[src/rtl/nco_regs.svh]
/*
  Constants for the NCO parallel-load control link and its host registers.
  Assumes inclusion by bare name from files under rtl/.
*/
`ifndef NCO_REGS_SVH
`define NCO_REGS_SVH

// Datapath widths and register counts
`define NCO_ACC_W       32
`define NCO_HALF_W      16
`define NCO_PHASE_W     12
`define NCO_ADDR_W      3
`define NCO_NUM_POFS    4
`define NCO_NUM_FREQ    2

// Destination address codes on the host address bus
`define NCO_A_FA_LO     3'h0
`define NCO_A_FA_HI     3'h1
`define NCO_A_FB_LO     3'h2
`define NCO_A_FB_HI     3'h3
`define NCO_A_POFS0     3'h4
`define NCO_A_PHASE_BIT 2
`define NCO_A_WORD_BIT  1
`define NCO_A_HALF_BIT  0

// Host register byte offsets
`define NCO_OFS_CTRL    8'h00
`define NCO_OFS_CMD     8'h04
`define NCO_OFS_STATUS  8'h08

// Control register fields
`define NCO_CTRL_FSEL   0
`define NCO_CTRL_PSLO   1
`define NCO_CTRL_PSHI   2
`define NCO_CTRL_SLEEPN 3
`define NCO_CTRL_RSTN   4
`define NCO_CTRL_W      5
`define NCO_CTRL_RST    5'h18

// Command register fields: data in 15:0, destination in 18:16
`define NCO_CMD_ADDR_LSB 16
`define NCO_CMD_W        19
`define NCO_CMD_RST      19'h0_0000

// Status register fields
`define NCO_STAT_BUSY   0

// AXI responses
`define NCO_RESP_OKAY   2'h0
`define NCO_RESP_SLVERR 2'h2

// Host strobe timing in clock cycles
`define NCO_STROBE_CYC  4'h4
`define NCO_HOLD_CYC    4'h4
`define NCO_CNT_W       4

`endif

[src/rtl/nco_pkg.sv]
/*
  Types shared by the NCO link ends.
  Assumes nco_regs.svh is on the include path.
*/
`include "nco_regs.svh"

package nco_pkg;

  typedef logic [`NCO_ACC_W-1:0]   nco_word_type;
  typedef logic [`NCO_PHASE_W-1:0] nco_phase_type;
  typedef logic [`NCO_HALF_W-1:0]  nco_half_type;
  typedef logic [`NCO_ADDR_W-1:0]  nco_dest_type;

  typedef enum logic [1:0] {
    NCO_IDLE   = 2'b00,
    NCO_STROBE = 2'b01,
    NCO_HOLD   = 2'b10
  } nco_seq_type;

endpackage : nco_pkg

[src/rtl/nco_if.sv]
/*
  Pin-level link between host controller and NCO device.
  Assumes both ends run on the same aclk; the device still synchronises.
*/
`timescale 1ns/1ns

interface nco_if;
  import nco_pkg::*;

  logic         wr_n;
  nco_half_type host_data_bus;
  nco_dest_type host_addr_bus;
  logic         freq_word_sel;
  logic         phase_sel_lo;
  logic         phase_sel_hi;
  logic         sleep_n;
  logic         reset_n;

  modport dev (
    input wr_n,
    input host_data_bus,
    input host_addr_bus,
    input freq_word_sel,
    input phase_sel_lo,
    input phase_sel_hi,
    input sleep_n,
    input reset_n
  );

  modport host (
    output wr_n,
    output host_data_bus,
    output host_addr_bus,
    output freq_word_sel,
    output phase_sel_lo,
    output phase_sel_hi,
    output sleep_n,
    output reset_n
  );
endinterface : nco_if

[src/rtl/nco_host.sv]
/*
  Host controller end: AXI4-Lite slave with control, command and status
  registers, driving the NCO pins and the write strobe sequence.
  Assumes the device synchronises every pin it reads.
*/
// The register offsets and register access over AXI4-Lite are this design's own decisions.
`timescale 1ns/1ns
`include "nco_regs.svh"

module nco_host
  import nco_pkg::*;
#(
  parameter int AW = 8
) (
  input  wire logic          aclk,
  input  wire logic          aresetn,
  input  wire logic [AW-1:0] s_axi_awaddr,
  input  wire logic          s_axi_awvalid,
  output logic               s_axi_awready,
  input  wire logic [31:0]   s_axi_wdata,
  input  wire logic [3:0]    s_axi_wstrb,
  input  wire logic          s_axi_wvalid,
  output logic               s_axi_wready,
  output logic [1:0]         s_axi_bresp,
  output logic               s_axi_bvalid,
  input  wire logic          s_axi_bready,
  input  wire logic [AW-1:0] s_axi_araddr,
  input  wire logic          s_axi_arvalid,
  output logic               s_axi_arready,
  output logic [31:0]        s_axi_rdata,
  output logic [1:0]         s_axi_rresp,
  output logic               s_axi_rvalid,
  input  wire logic          s_axi_rready,
  nco_if.host                link
);

  function automatic logic [31:0] merge(logic [31:0] old_v,
                                        logic [31:0] new_v,
                                        logic [3:0]  strb);
    for (int b = 0; b < 4; b++) begin
      if (strb[b]) begin
        old_v[b*8 +: 8] = new_v[b*8 +: 8];
      end
    end
    merge = old_v;
  endfunction : merge

  ////////////////////////////////////////////////////////////////////////////
  // Register bus

  logic                   aw_hold_r, aw_hold_nxt;
  logic                   w_hold_r, w_hold_nxt;
  logic [AW-1:0]          awaddr_r, awaddr_nxt;
  logic [31:0]            wdata_r, wdata_nxt;
  logic [3:0]             wstrb_r, wstrb_nxt;
  logic                   bvalid_r, bvalid_nxt;
  logic [1:0]             bresp_r, bresp_nxt;
  logic                   rvalid_r, rvalid_nxt;
  logic [1:0]             rresp_r, rresp_nxt;
  logic [31:0]            rdata_r, rdata_nxt;
  logic [`NCO_CTRL_W-1:0] ctrl_r, ctrl_nxt;
  logic [`NCO_CMD_W-1:0]  cmd_r, cmd_nxt;
  logic                   start;
  logic                   busy;
  logic [31:0]            tmp;

  assign s_axi_awready = !aw_hold_r && !bvalid_r;
  assign s_axi_wready  = !w_hold_r && !bvalid_r;
  assign s_axi_arready = !rvalid_r;

  always_comb begin
    aw_hold_nxt = aw_hold_r;
    w_hold_nxt  = w_hold_r;
    awaddr_nxt  = awaddr_r;
    wdata_nxt   = wdata_r;
    wstrb_nxt   = wstrb_r;
    bvalid_nxt  = bvalid_r;
    bresp_nxt   = bresp_r;
    rvalid_nxt  = rvalid_r;
    rresp_nxt   = rresp_r;
    rdata_nxt   = rdata_r;
    ctrl_nxt    = ctrl_r;
    cmd_nxt     = cmd_r;
    start       = 1'b0;
    tmp         = '0;
    if (s_axi_awvalid && s_axi_awready) begin
      aw_hold_nxt = 1'b1;
      awaddr_nxt  = s_axi_awaddr;
    end
    if (s_axi_wvalid && s_axi_wready) begin
      w_hold_nxt = 1'b1;
      wdata_nxt  = s_axi_wdata;
      wstrb_nxt  = s_axi_wstrb;
    end
    if (aw_hold_r && w_hold_r) begin
      aw_hold_nxt = 1'b0;
      w_hold_nxt  = 1'b0;
      bvalid_nxt  = 1'b1;
      bresp_nxt   = `NCO_RESP_OKAY;
      case (awaddr_r)
        `NCO_OFS_CTRL: begin
          tmp      = merge(32'(ctrl_r), wdata_r, wstrb_r);
          ctrl_nxt = tmp[`NCO_CTRL_W-1:0];
        end
        `NCO_OFS_CMD: begin
          // A command while a strobe is in flight would corrupt it
          if (busy) begin
            bresp_nxt = `NCO_RESP_SLVERR;
          end else begin
            tmp     = merge(32'(cmd_r), wdata_r, wstrb_r);
            cmd_nxt = tmp[`NCO_CMD_W-1:0];
            start   = 1'b1;
          end
        end
        `NCO_OFS_STATUS: begin
          bresp_nxt = `NCO_RESP_OKAY;
        end
        default: begin
          bresp_nxt = `NCO_RESP_SLVERR;
        end
      endcase
    end
    if (bvalid_r && s_axi_bready) begin
      bvalid_nxt = 1'b0;
    end
    if (rvalid_r && s_axi_rready) begin
      rvalid_nxt = 1'b0;
    end
    if (s_axi_arvalid && s_axi_arready) begin
      rvalid_nxt = 1'b1;
      rresp_nxt  = `NCO_RESP_OKAY;
      case (s_axi_araddr)
        `NCO_OFS_CTRL:   rdata_nxt = 32'(ctrl_r);
        `NCO_OFS_CMD:    rdata_nxt = 32'(cmd_r);
        `NCO_OFS_STATUS: rdata_nxt = 32'(busy) << `NCO_STAT_BUSY;
        default: begin
          rdata_nxt = '0;
          rresp_nxt = `NCO_RESP_SLVERR;
        end
      endcase
    end
  end

  always_ff @(posedge aclk) begin
    if (!aresetn) begin
      aw_hold_r <= 1'b0;
      w_hold_r  <= 1'b0;
      awaddr_r  <= '0;
      wdata_r   <= '0;
      wstrb_r   <= '0;
      bvalid_r  <= 1'b0;
      bresp_r   <= `NCO_RESP_OKAY;
      rvalid_r  <= 1'b0;
      rresp_r   <= `NCO_RESP_OKAY;
      rdata_r   <= '0;
      ctrl_r    <= `NCO_CTRL_RST;
      cmd_r     <= `NCO_CMD_RST;
    end else begin
      aw_hold_r <= aw_hold_nxt;
      w_hold_r  <= w_hold_nxt;
      awaddr_r  <= awaddr_nxt;
      wdata_r   <= wdata_nxt;
      wstrb_r   <= wstrb_nxt;
      bvalid_r  <= bvalid_nxt;
      bresp_r   <= bresp_nxt;
      rvalid_r  <= rvalid_nxt;
      rresp_r   <= rresp_nxt;
      rdata_r   <= rdata_nxt;
      ctrl_r    <= ctrl_nxt;
      cmd_r     <= cmd_nxt;
    end
  end

  assign s_axi_bvalid = bvalid_r;
  assign s_axi_bresp  = bresp_r;
  assign s_axi_rvalid = rvalid_r;
  assign s_axi_rresp  = rresp_r;
  assign s_axi_rdata  = rdata_r;

  ////////////////////////////////////////////////////////////////////////////
  // Write strobe sequence

  nco_seq_type           st_r, st_nxt;
  logic [`NCO_CNT_W-1:0] cnt_r, cnt_nxt;
  logic                  wr_n_r, wr_n_nxt;
  nco_half_type          data_r, data_nxt;
  nco_dest_type          addr_r, addr_nxt;

  assign busy = (st_r != NCO_IDLE);

  always_comb begin
    st_nxt   = st_r;
    cnt_nxt  = cnt_r;
    wr_n_nxt = wr_n_r;
    data_nxt = data_r;
    addr_nxt = addr_r;
    case (st_r)
      NCO_IDLE: begin
        if (start) begin
          data_nxt = cmd_nxt[`NCO_HALF_W-1:0];
          addr_nxt = cmd_nxt[`NCO_CMD_ADDR_LSB +: `NCO_ADDR_W];
          wr_n_nxt = 1'b0;
          cnt_nxt  = `NCO_STROBE_CYC - 4'h1;
          st_nxt   = NCO_STROBE;
        end
      end
      NCO_STROBE: begin
        cnt_nxt = cnt_r - 4'h1;
        if (cnt_r == '0) begin
          wr_n_nxt = 1'b1;
          cnt_nxt  = `NCO_HOLD_CYC - 4'h1;
          st_nxt   = NCO_HOLD;
        end
      end
      NCO_HOLD: begin
        cnt_nxt = cnt_r - 4'h1;
        if (cnt_r == '0) begin
          st_nxt = NCO_IDLE;
        end
      end
      default: begin
        st_nxt   = NCO_IDLE;
        wr_n_nxt = 1'b1;
      end
    endcase
  end

  always_ff @(posedge aclk) begin
    if (!aresetn) begin
      st_r   <= NCO_IDLE;
      cnt_r  <= '0;
      wr_n_r <= 1'b1;
      data_r <= '0;
      addr_r <= '0;
    end else begin
      st_r   <= st_nxt;
      cnt_r  <= cnt_nxt;
      wr_n_r <= wr_n_nxt;
      data_r <= data_nxt;
      addr_r <= addr_nxt;
    end
  end

  assign link.wr_n          = wr_n_r;
  assign link.host_data_bus = data_r;
  assign link.host_addr_bus = addr_r;
  assign link.freq_word_sel = ctrl_r[`NCO_CTRL_FSEL];
  assign link.phase_sel_lo  = ctrl_r[`NCO_CTRL_PSLO];
  assign link.phase_sel_hi  = ctrl_r[`NCO_CTRL_PSHI];
  assign link.sleep_n       = ctrl_r[`NCO_CTRL_SLEEPN];
  assign link.reset_n       = ctrl_r[`NCO_CTRL_RSTN];

endmodule : nco_host

[src/flat_wrapper.sv]
// flat-port wrapper written by rule: the top's interface ports become plain ports
module nco_host_flat import nco_pkg::*;
#(
  parameter int AW = 8
)
  (aclk, aresetn, s_axi_awaddr, s_axi_awvalid, s_axi_awready, s_axi_wdata, s_axi_wstrb, s_axi_wvalid, s_axi_wready, s_axi_bresp, s_axi_bvalid, s_axi_bready, s_axi_araddr, s_axi_arvalid, s_axi_arready, s_axi_rdata, s_axi_rresp, s_axi_rvalid, s_axi_rready, link_wr_n, link_host_data_bus, link_host_addr_bus, link_freq_word_sel, link_phase_sel_lo, link_phase_sel_hi, link_sleep_n, link_reset_n);
  nco_if link_i ();
  input  wire logic aclk;
  input  wire logic aresetn;
  input  wire logic [AW-1:0] s_axi_awaddr;
  input  wire logic s_axi_awvalid;
  output logic s_axi_awready;
  input  wire logic [31:0] s_axi_wdata;
  input  wire logic [3:0] s_axi_wstrb;
  input  wire logic s_axi_wvalid;
  output logic s_axi_wready;
  output logic [1:0] s_axi_bresp;
  output logic s_axi_bvalid;
  input  wire logic s_axi_bready;
  input  wire logic [AW-1:0] s_axi_araddr;
  input  wire logic s_axi_arvalid;
  output logic s_axi_arready;
  output logic [31:0] s_axi_rdata;
  output logic [1:0] s_axi_rresp;
  output logic s_axi_rvalid;
  input  wire logic s_axi_rready;
  output wire logic [$bits(link_i.wr_n)-1:0] link_wr_n;
  output wire logic [$bits(link_i.host_data_bus)-1:0] link_host_data_bus;
  output wire logic [$bits(link_i.host_addr_bus)-1:0] link_host_addr_bus;
  output wire logic [$bits(link_i.freq_word_sel)-1:0] link_freq_word_sel;
  output wire logic [$bits(link_i.phase_sel_lo)-1:0] link_phase_sel_lo;
  output wire logic [$bits(link_i.phase_sel_hi)-1:0] link_phase_sel_hi;
  output wire logic [$bits(link_i.sleep_n)-1:0] link_sleep_n;
  output wire logic [$bits(link_i.reset_n)-1:0] link_reset_n;
  assign link_wr_n = link_i.wr_n;
  assign link_host_data_bus = link_i.host_data_bus;
  assign link_host_addr_bus = link_i.host_addr_bus;
  assign link_freq_word_sel = link_i.freq_word_sel;
  assign link_phase_sel_lo = link_i.phase_sel_lo;
  assign link_phase_sel_hi = link_i.phase_sel_hi;
  assign link_sleep_n = link_i.sleep_n;
  assign link_reset_n = link_i.reset_n;
  nco_host #(.AW(AW)) u_core (.aclk(aclk), .aresetn(aresetn), .s_axi_awaddr(s_axi_awaddr), .s_axi_awvalid(s_axi_awvalid), .s_axi_awready(s_axi_awready), .s_axi_wdata(s_axi_wdata), .s_axi_wstrb(s_axi_wstrb), .s_axi_wvalid(s_axi_wvalid), .s_axi_wready(s_axi_wready), .s_axi_bresp(s_axi_bresp), .s_axi_bvalid(s_axi_bvalid), .s_axi_bready(s_axi_bready), .s_axi_araddr(s_axi_araddr), .s_axi_arvalid(s_axi_arvalid), .s_axi_arready(s_axi_arready), .s_axi_rdata(s_axi_rdata), .s_axi_rresp(s_axi_rresp), .s_axi_rvalid(s_axi_rvalid), .s_axi_rready(s_axi_rready), .link(link_i));
endmodule
[config.mk]
export PLATFORM = sky130hd
export DESIGN_NAME = nco_host_flat
export DESIGN_NICKNAME = d
export VERILOG_FILES = /design/src/rtl/nco_pkg.sv /design/src/rtl/nco_if.sv /design/src/rtl/nco_host.sv /design/src/flat_wrapper.sv
export VERILOG_INCLUDE_DIRS = /design/src /design/src/rtl
export SDC_FILE = /design/constraint.sdc
export NUM_CORES = 1
export LEC_CHECK = 0
export ABC_AREA = 1
export BUFFER_PORTS_ARGS = -buffer_cell sky130_fd_sc_hd__buf_4
export CAP_MARGIN = 40
export CORE_MARGIN = 3
export CORE_UTILIZATION = 40
export DETAILED_ROUTE_END_ITERATION = 10
export PLACE_DENSITY = 0.76
export SLEW_MARGIN = 10
export SYNTH_ARGS = -nofsm -noshare
export SYNTH_HDL_FRONTEND = slang
export SYNTH_SLANG_ARGS = --single-unit
export TNS_END_PERCENT = 20
[constraint.sdc]
create_clock -name aclk -period 3 [get_ports aclk]
set_input_delay 0.15 -clock aclk [delete_from_list [all_inputs] [get_ports aclk]]
set_output_delay 0.15 -clock aclk [all_outputs]
set_load 0.01 [all_outputs]
==> summary.txt, run 1 <==
Run status
  • Status: complete, no violations

Layout
  • Fin cells: about 820
  • Layout cells sized above 1: around 22%
  • # diodes: 0
  • Final #Nets: around 740
  • Cell area after layout: about 5500 um^2
  • Most common cell after layout, fill and taps aside: dfxtp_1
  • Fill count: 1072
  • Final core utilization: between 50 and 60%
  • Most frequent cells in the layout: dfxtp_1, buf_4, nand2_1
  • Area Growth Syn to Fin: 22.5%

Global route
  • Initial antenna violation count: 0
  • Global-route wire length before repair: between 15 and 20 mm
  • Gr ovfl total: 0
  • Pin count of the biggest net entering global routing: between 60 and 70
  • Gr usage total: approximately 17%
  • Vias in the first global route: 3846

STA
  • Slew Limit Fails: 0
  • Relative slew slack: a little under half
  • F_max: a little under 500 MHz
  • Final clock skew: around 0.014 ns
  • Fin Setup TNS: 0 ns
  • Final setup fails: 0
  • Final min period: 2.05 ns
  • Measured slew at the worst slew-check pin: between 0.8 and 0.9 ns
  • Final Hold Fails: 0
  • Final period util: 68.3%
  • Setup WS post-layout: roughly 0.95 ns
  • Unrepaired setup endpoints after global routing: false

Clock network
  • Worst skew pair latency: about 0.34 ns
  • CTS Hold Bufs: 1
  • Setup Fix Bufs, Post-CTS: 0
  • CTS tree: yes
  • CTS Buf Count: 9
  • H-tree levels: 3
  • # resized after CTS: 0
  • Clock transition at path regs: ~0.08 ns
  • CTS Buffer Depth: 2
  • Clock tree sinks: ~110
  • CTS root buf: clkbuf_16

Floorplan
  • Initial Util: between 40% and 50%
  • Die Span X: roughly 110 um
  • Core ar.: between 10000 and 15000 um^2
  • Die Ht: ~110 um
  • Die area: 12600 um^2
  • Row cnt: 38
  • IO Count: approximately 130

Job
  • Max Cap Violations: 0

Setup path
  • Crit Path Category: flip-flop to flip-flop
  • R2R Setup Slk: roughly 0.95 ns
  • CP endpoint kind: flip-flop
  • CP Data Required Time: roughly 3.3 ns
  • Arrival time worst endpoint: approximately 2.3 ns
  • Crit Path Max Fanout: 27
  • Startpoint Class: flip-flop

Logic synthesis
  • Compound-Gate Fraction of Synth Area: approximately a fifth
  • Cells after Synth: ~600
  • FF+latch count, synth: between 100 and 150
  • Synth Area in Adders: 1.67%
  • Mapped Area: 4500 um^2
  • Seq/Total Area, Yosys: between 40% and 50%
  • Synth Area in XOR/XNOR: 0%
  • Post-Synth Simple-Gate Area: about a fifth
  • Mean post-synth cell area: between 7 and 8 um^2
  • YS warnings: 0
  • Largest family of logic cells by synthesized area: simple AND/OR/NAND/NOR gates
  • Multiplexer share of the synthesized area: 0%
  • Distinct cells, synth: 32

Routing
  • TritonRoute pass-1 iters: 4
  • DR vias: 3917
  • DRT antenna net count: 0
  • Via density: just under 5
  • DRC viols: 0
  • Wire per inst: approximately 13 um
  • WL final: approximately 10 mm
  • Initial DRC Count: about 160

Place
  • IO buf count: 95
  • Post-Place Worst Slack: between 0.9 and 1 ns
  • HPWL Detailed: 7.42 mm
  • Cell Count Post-Placement: about 800
  • RePlAce Congestion: 0.827
  • Area post-placement: 5190 um^2

Power and ir drop
  • P_leak: 2.46 nW
  • Peak supply drop: between 300 and 400 uV
  • Power density over the cells: about 610 nW/um^2

Min path
  • Hold Path Class: primary input to flip-flop
## routing by layer
| metal | wire length (um) | part of all wire [%] | vias to the layer above | GRT usage (%) |
|---|---|---|---|---|
| li1 | - | - | 2014 | - |
| met1 | 4650 | 44 | 1781 | 21.5 |
| met2 | 5130 | 49 | 107 | 28.8 |
| met3 | 569 | 5.4 | 15 | 3.29 |
| met4 | 139 | 1.3 | 0 | 5.05 |
| met5 | 0 | 0 | - | 0 |
## per-stage QoR
step                hold WS [ns]  total power [mW]
detailed placement         0.348              2.23
CTS                       0.0530              3.37
global placement           0.344              2.19
finish                    0.0616              3.34
global route              0.0664              3.53
floorplan                  0.249              2.04
## area by class of cell
cell class                 count  area, um^2  share of cell area [%]
inverter                      73         279                    5.06
clock inverter                 7        67.6                    1.23
multi-input combinational    383        1910                    34.6
tap                          140         175                    3.18
timing repair buffer          99         753                    13.7
sequential                   105        2100                    38.1
clock buffer                   9         225                    4.09
## registers in the layout (all words and copies together) (netlist names)
name and count:
u_core.aw_hold_r 1, u_core.awaddr_r 8, u_core.cmd_r 19, u_core.cnt_r 4
u_core.ctrl_r 5, u_core.link.host_addr_bus 3, u_core.link.host_data_bus 16, u_core.link.wr_n 1
u_core.s_axi_bresp 1, u_core.s_axi_bvalid 1, u_core.s_axi_rdata 19, u_core.s_axi_rresp 1
u_core.s_axi_rvalid 1, u_core.st_r 2, u_core.w_hold_r 1, u_core.wdata_r 19
u_core.wstrb_r 3
## final timing paths
check,from,endpoint,cells past startpoint
worst min register to register,u_core.wstrb_r[1],u_core.wstrb_r[1],2
worst min-delay path,s_axi_wdata[12],u_core.wdata_r[12],3
worst max register to register,u_core.st_r[0],u_core.link.host_data_bus[9],8
worst max-delay path,u_core.st_r[0],u_core.link.host_data_bus[9],8
## power breakdown
group          switching, mW  internal, mW
logic                  0.409         0.248
registers             0.0567          1.49
clock network          0.549         0.585
## synth_stat cells, drive strengths merged
cell type	count	area, um^2
ha	6	75.1
nor2	84	350
buf	27	211
inv	72	275
nand2	102	405
a211oi	2	15.0
o21ai	81	439
conb	1	3.75
clkbuf	13	48.8
a21oi	62	348
clkinv	1	3.75
o211ai	5	37.5
dfxtp	105	2100
o21a	1	7.51
nand3	19	138
nand4	5	31.3
nor3	1	5.00
## critical path: stages (launching register included)
cell and delay, ns:
dfxtp_1 0.32, inv_1 0.12, ha_1 0.25, nand3_2 0.14, nor2_8 0.19, nand3_4 0.31, inv_6 0.32, o21ai_0 0.15
a21oi_1 0.16
## cell families (layout without fill, tap and decap cells)
family,count (synthesis),count (layout)
AOI/OAI and AO/OA,151,151
adders and majority gates,6,6
buffers and inverters,113,188
DFF,105,105
other,1,15
and+or+nand+nor,211,211
Note: power is estimated with default switching activity, not from simulation.
==> run 2, diff against run 1 <==
- PLACE_DENSITY: 0.76 -> 0.78
- clock period: 3 -> 1.72 ns (I/O delays scaled with it)
==> run 2 against run 1 <==
  * Critical path type unchanged
  * Power grew 79%
  * The run now ends with hold timing left
  * Final cell count grew 2.5%
  * Maximum frequency grew 27%
  * Final area grew 3.5%
==> summary.txt, run 2 (synthesis results as in run 1) <==
Global route
  • Gr ovfl total: 0 (unchanged)
  • Vias in the first global route: 3627 (was 3846)
  • Initial antenna violation count: 0 (unchanged)
  • Global-route wire length before repair: 16.9 mm (was 17.5 mm)
  • Gr usage total: 16.2% (was 16.8%)
  • Pin count of the biggest net entering global routing: 35 (was 65)

Power and ir drop
  • P_leak: 2.56 nW (was 2.46 nW)
  • Total Power: 5.97 mW (was 3.34 mW)
  • Peak supply drop: 662 uV (was 347 uV)
  • Power density over the cells: 1050 nW/um^2 (was 606 nW/um^2)

Routing
  • Wire per inst: 12.2 um (was 12.9 um)
  • DRC viols: 0 (unchanged)
  • WL final: 10.2 mm (was 10.5 mm)
  • DRT antenna net count: 0 (unchanged)
  • TritonRoute pass-1 iters: 4 (unchanged)
  • Via density: 4.62 (was 4.80)
  • DR vias: 3864 (was 3917)
  • Initial DRC Count: 144 (was 164)

Clock network
  • CTS root buf: clkbuf_16 (unchanged)
  • CTS Buf Count: 9 (unchanged)
  • Clock transition at path regs: 0.08 ns (about the same)
  • Worst skew pair latency: 0.34 ns (about the same)
  • Clock tree sinks: 105 (unchanged)
  • CTS tree: yes (unchanged)
  • H-tree levels: 3 (unchanged)
  • CTS Buffer Depth: 2 (unchanged)

Setup path
  • Startpoint Class: flip-flop (unchanged)
  • Crit Path Category: flip-flop to flip-flop (unchanged)
  • CP Data Required Time: 1.95 ns (was 3.27 ns)
  • Arrival time worst endpoint: 1.84 ns (was 2.32 ns)
  • CP endpoint kind: flip-flop (unchanged)
  • Crit Path Max Fanout: 16 (was 27)

STA
  • Fin Hold WS: -0.00154 ns (was 0.0616 ns)
  • Final clock skew: 0.0105 ns (was 0.0141 ns)
  • Final period util: 93.5% (was 68.3%)
  • Setup WS post-layout: 0.111 ns (was 0.951 ns)
  • Final setup fails: 0 (unchanged)
  • Final Hold Fails: 1 (was 0)
  • F_max: 622 MHz (was 488 MHz)
  • Final min period: 1.61 ns (was 2.05 ns)
  • Unrepaired setup endpoints after global routing: true (was false)
  • Slew Limit Fails: 0 (unchanged)

Floorplan
  • Row cnt: 38 (unchanged)
  • Die Span X: 112 um (unchanged)
  • IO Count: 125 (unchanged)
  • Initial Util: 41.1% (unchanged)
  • Die Ht: 112 um (unchanged)
  • Die area: 12600 um^2 (unchanged)
  • Core ar.: 10900 um^2 (unchanged)

Layout
  • Layout cells sized above 1: 23.3% (was 22.0%)
  • Area Growth Syn to Fin: 26.8% (was 22.5%)
  • Most common cell after layout, fill and taps aside: buf_4 (was dfxtp_1)
  • # diodes: 0 (unchanged)
  • Final #Nets: 756 (was 736)
  • Cell area after layout: 5700 um^2 (was 5510 um^2)
  • Final core utilization: 52.1% (was 50.4%)
  • Most frequent cells in the layout: buf_4, dfxtp_1, nand2_1 (was dfxtp_1, buf_4, nand2_1)

Run status
  • Status: finished with violations (was complete, no violations)
  • Failing checks: hold timing

Job
  • Max Cap Violations: 0 (unchanged)

Place
  • IO buf count: 95 (unchanged)
  • RePlAce Congestion: 0.804 (was 0.827)
  • HPWL Detailed: 7.46 mm (was 7.42 mm)
  • Area post-placement: 5290 um^2 (was 5190 um^2)
  • Post-Place Worst Slack: 0.122 ns (was 0.985 ns)

Min path
  • Hold Path Class: primary input to flip-flop (unchanged)
==> run 2: changes by cell type in the layout (fill, tap and decap cells not counted) <==
cell           change
buf_4             +13
dlygate4sd3_1      +8
inv_6              -2
inv_8              +2
buf_8              -1
clkinv_2           -1
clkinv_4           -1
clkinv_8           +1
inv_12             +1
o21ai_1            -1
o21ai_2            +1
==> run 2: path summary, 6_finish.rpt <==
path | start | endpoint | slack [ns] | cells after the start
max | u_core.st_r[0] | u_core.link.host_data_bus[11] | 0.11 | 8
min | s_axi_wdata[10] | u_core.wdata_r[10] | -0.002 | 3
max reg2reg | u_core.st_r[0] | u_core.link.host_data_bus[11] | 0.11 | 8
min reg2reg | u_core.awaddr_r[4] | u_core.awaddr_r[4] | 0.46 | 2
==> run 2: worst max-delay path: stages, from the launching register on <==
cell and delay (ns):
dfxtp_1 0.32, inv_1 0.07, ha_1 0.19, nand3_2 0.13, nor2_8 0.15, buf_4 0.16
nand3_4 0.17, o21ai_1 0.22, a21oi_1 0.09
==> run 2: timing repair <==
action,CTS,global route
endpoints found under the setup margin,0,8
resized for setup,0,2
endpoints found under the hold margin,9,0
hold buffers,9,0
buffers inserted,0,0
==> run 2: layout make-up <==
class | count | area, um^2
clock buffers | 9 | 225
clock inverters | 7 | 88.8
fillers | 1077 | 5240
inverters | 73 | 282
multi-input cells | 383 | 1910
flip-flops and latches | 105 | 2100
well taps | 140 | 175
repair buffers | 119 | 916
==> run 2: through the flow <==
stage	instances	TNS (ns)
after floorplan	601	0
after global placement	811	0
after detailed placement	811	0
after CTS	836	0
after global routing	836	-0.0291
final	836	0
==> run 2: report_power, final <==
| part | total [mW] | internal (mW) | switching, mW |
|---|---|---|---|
| logic | 1.19 | 0.492 | 0.702 |
| registers | 2.70 | 2.60 | 0.0993 |
| clock network | 2.08 | 1.06 | 1.02 |
==> run 2: layer usage <==
| metal | global-route usage [%] | up-vias | share of wire [%] |
|---|---|---|---|
| li1 | - | 2056 | - |
| met1 | 21.0 | 1719 | 47 |
| met2 | 28.0 | 82 | 48 |
| met3 | 3.83 | 7 | 4.7 |
| met4 | 3.13 | 0 | 0.66 |
| met5 | 0 | - | 0 |
==> run 3, diff against run 2 <==
--- a/constraint.sdc
+++ b/constraint.sdc
@@ -3,2 +3,2 @@
 set_output_delay 0.086 -clock aclk [all_outputs]
-set_load 0.01 [all_outputs]
+set_load 0.05 [all_outputs]
==> run 3 against run 2 <==
  * The run now ends clean
  * Non-clock buffer count fell by 3
  * Largest cell class unchanged
  * Sequential power barely moved
  * Highest routed layer unchanged
  * Final area grew 0.99%
  * Final cell count did not move
==> summary.txt, run 3 (synthesis results as in run 1) <==
Routing
  • TritonRoute pass-1 iters: 5 (was 4)
  • DRT antenna net count: 0 (unchanged)
  • WL final: 11.4 mm (was 10.2 mm)
  • Wire per inst: 13.6 um (was 12.2 um)
  • Initial DRC Count: 254 (was 144)
  • Via density: 4.89 (was 4.62)
  • DRC viols: 0 (unchanged)
  • DR vias: 4086 (was 3864)

Power and ir drop
  • Total Power: 6.27 mW (was 5.97 mW)
  • Clock power share: 31.9% (was 34.8%)
  • Sequential cell fraction of total power: 43.2% (was 45.2%)
  • Peak supply drop: 511 uV (was 662 uV)
  • Power density over the cells: 1090 nW/um^2 (was 1050 nW/um^2)
  • Sw power: 2.08 mW (was 1.82 mW)
  • P_leak: 2.56 nW (about the same)
  • Pint: 4.19 mW (was 4.15 mW)
  • Switching Fraction: 33.2% (was 30.5%)
  • Gate power share: 24.8% (was 20.0%)

Setup path
  • Crit-path cells: inv_2 -> ha_4 -> nand3_4 -> nor2_8 -> buf_12 -> buf_4 -> nand3_2 -> buf_4 -> a21oi_1 -> nand2_1 -> inv_1 (was inv_1 -> ha_1 -> nand3_2 -> nor2_8 -> buf_4 -> nand3_4 -> o21ai_1 -> a21oi_1)
  • Crit Path Max Fanout: 4 (was 16)
  • Arrival time worst endpoint: 1.91 ns (was 1.84 ns)
  • Crit Path Category: flip-flop to flip-flop (unchanged)
  • CP Buf/Inv Count: 5 (was 2)
  • Crit path max-delay cell type: dfxtp_1 (unchanged)
  • CP Data Required Time: 2.01 ns (was 1.95 ns)
  • CP endpoint kind: flip-flop (unchanged)
  • Worst R2R Path Depth: 11 (was 8)
  • CP delay by family, top: buffers and inverters (was simple AND/OR/NAND/NOR gates)
  • Delay of the slowest critical-path stage: 0.33 ns (was 0.32 ns)
  • WP depth: 11 (was 8)
  • R2R Setup Slk: 0.10 ns (was 0.11 ns)
  • Startpoint Class: flip-flop (unchanged)
  • CP dominant cell by count: buf_4

Place
  • Post-Place Worst Slack: 0.0585 ns (was 0.122 ns)
  • IO buf count: 95 (unchanged)
  • Area post-placement: 5270 um^2 (was 5290 um^2)
  • RePlAce Congestion: 0.836 (was 0.804)
  • HPWL Detailed: 7.85 mm (was 7.46 mm)
  • Cell Count Post-Placement: 806 (was 811)

Floorplan
  • Die Span X: 112 um (unchanged)
  • Die area: 12600 um^2 (unchanged)
  • Core ar.: 10900 um^2 (unchanged)
  • Initial Util: 41.1% (unchanged)
  • IO Count: 125 (unchanged)
  • Die Ht: 112 um (unchanged)
  • Row cnt: 38 (unchanged)

Global route
  • Vias in the first global route: 3910 (was 3627)
  • Global-route wire length before repair: 17.5 mm (was 16.9 mm)
  • Gr usage total: 17.0% (was 16.2%)
  • Gr ovfl total: 0 (unchanged)
  • Initial antenna violation count: 0 (unchanged)
  • Pin count of the biggest net entering global routing: 37 (was 35)

Clock network
  • CTS Buf Count: 9 (unchanged)
  • Clock tree sinks: 105 (unchanged)
  • CTS tree: yes (unchanged)
  • CTS root buf: clkbuf_16 (unchanged)
  • Worst skew pair latency: 0.34 ns (about the same)
  • Clock transition at path regs: 0.07 ns (was 0.08 ns)
  • CTS Buffer Depth: 2 (unchanged)
  • H-tree levels: 3 (unchanged)

STA
  • Relative slew slack: 48.6%
  • Setup WS post-layout: 0.102 ns (was 0.111 ns)
  • Final Hold Fails: 0 (was 1)
  • F_max: 618 MHz (was 622 MHz)
  • Final clock skew: 0.00721 ns (was 0.0105 ns)
  • Final min period: 1.62 ns (was 1.61 ns)
  • Final setup fails: 0 (unchanged)
  • Measured slew at the worst slew-check pin: 0.771 ns
  • Slew Limit Fails: 0 (unchanged)
  • Final period util: 94.1% (was 93.5%)

Run status
  • Status: complete, no violations (was finished with violations)

Min path
  • Hold Path Class: primary input to flip-flop (unchanged)
  • Hold path depth: 3 (unchanged)

Job
  • Max Cap Violations: 0 (unchanged)

Layout
  • Layout cells sized above 1: 25.1% (was 23.3%)
  • Final #Nets: 756 (unchanged)
  • Most frequent cells in the layout: buf_4, dfxtp_1, nand2_1 (unchanged)
  • Most common cell after layout, fill and taps aside: buf_4 (unchanged)
  • Fill count: 1035 (was 1077)
  • Cell area after layout: 5760 um^2 (was 5700 um^2)
  • Final core utilization: 52.6% (was 52.1%)
  • # diodes: 0 (unchanged)
  • Fin cells: 836 (unchanged)
  • Area Growth Syn to Fin: 28.0% (was 26.8%)
-- run 3: power by group through the flow --
stage / clock [mW] / sequential (mW) / combinational, mW
2_1_floorplan: 0 / 2.87 / 0.906
3_3_place_gp: 0 / 2.76 / 1.33
3_5_place_dp: 0 / 2.76 / 1.40
4_1_cts: 2.04 / 2.71 / 1.41
5_1_grt: 2.13 / 2.73 / 1.71
6_report: 2.00 / 2.71 / 1.56
-- run 3: cell type report --
| class | instances | area (um^2) | share of cell area [%] |
|---|---|---|---|
| flip-flops and latches | 105 | 2100 | 36.5 |
| multi-input cells | 385 | 1990 | 34.5 |
| repair buffers | 116 | 901 | 15.6 |
| inverters | 73 | 290 | 5.04 |
| clock buffers | 9 | 225 | 3.91 |
| well taps | 140 | 175 | 3.04 |
| clock inverters | 7 | 67.6 | 1.17 |
| repair inverters | 1 | 8.76 | 0.152 |
-- run 3: what timing repair did --
action,in CTS,in global routing
hold buffers,4,0
gates resized for setup,0,16
setup endpoints to repair,0,27
endpoints found under the hold margin,4,0
buffers inserted,0,7
-- run 3: worst paths after layout --
| kind | startpoint | end |
|---|---|---|
| worst max-delay path | u_core.st_r[1] | u_core.link.host_addr_bus[2] |
| worst min-delay path | s_axi_wdata[13] | u_core.wdata_r[13] |
| worst max register to register | u_core.st_r[1] | u_core.link.host_addr_bus[2] |
| worst min register to register | u_core.awaddr_r[7] | u_core.awaddr_r[7] |
-- run 3: tightest hold or removal path, cell delays in order --
cell and delay [ns]:
buf_4 0.08, o21ai_0 0.07, nor2_1 0.08
-- run 3: per-layer routing --
layer	track usage, %	up-vias	wire length (um)
met5	0	-	0
met4	6.01	0	226
met3	3.56	19	659
met2	31.1	123	5810
met1	19.6	1886	4700
li1	-	2058	-
-- run 3: metrics by stage --
stage | hold WS (ns) | setup TNS, ns
after floorplan | 0.185 | -0.252
after global placement | 0.283 | 0
after detailed placement | 0.287 | 0
after CTS | 0.000598 | 0
after global routing | 0.0279 | -0.000868
final | 0.00563 | 0
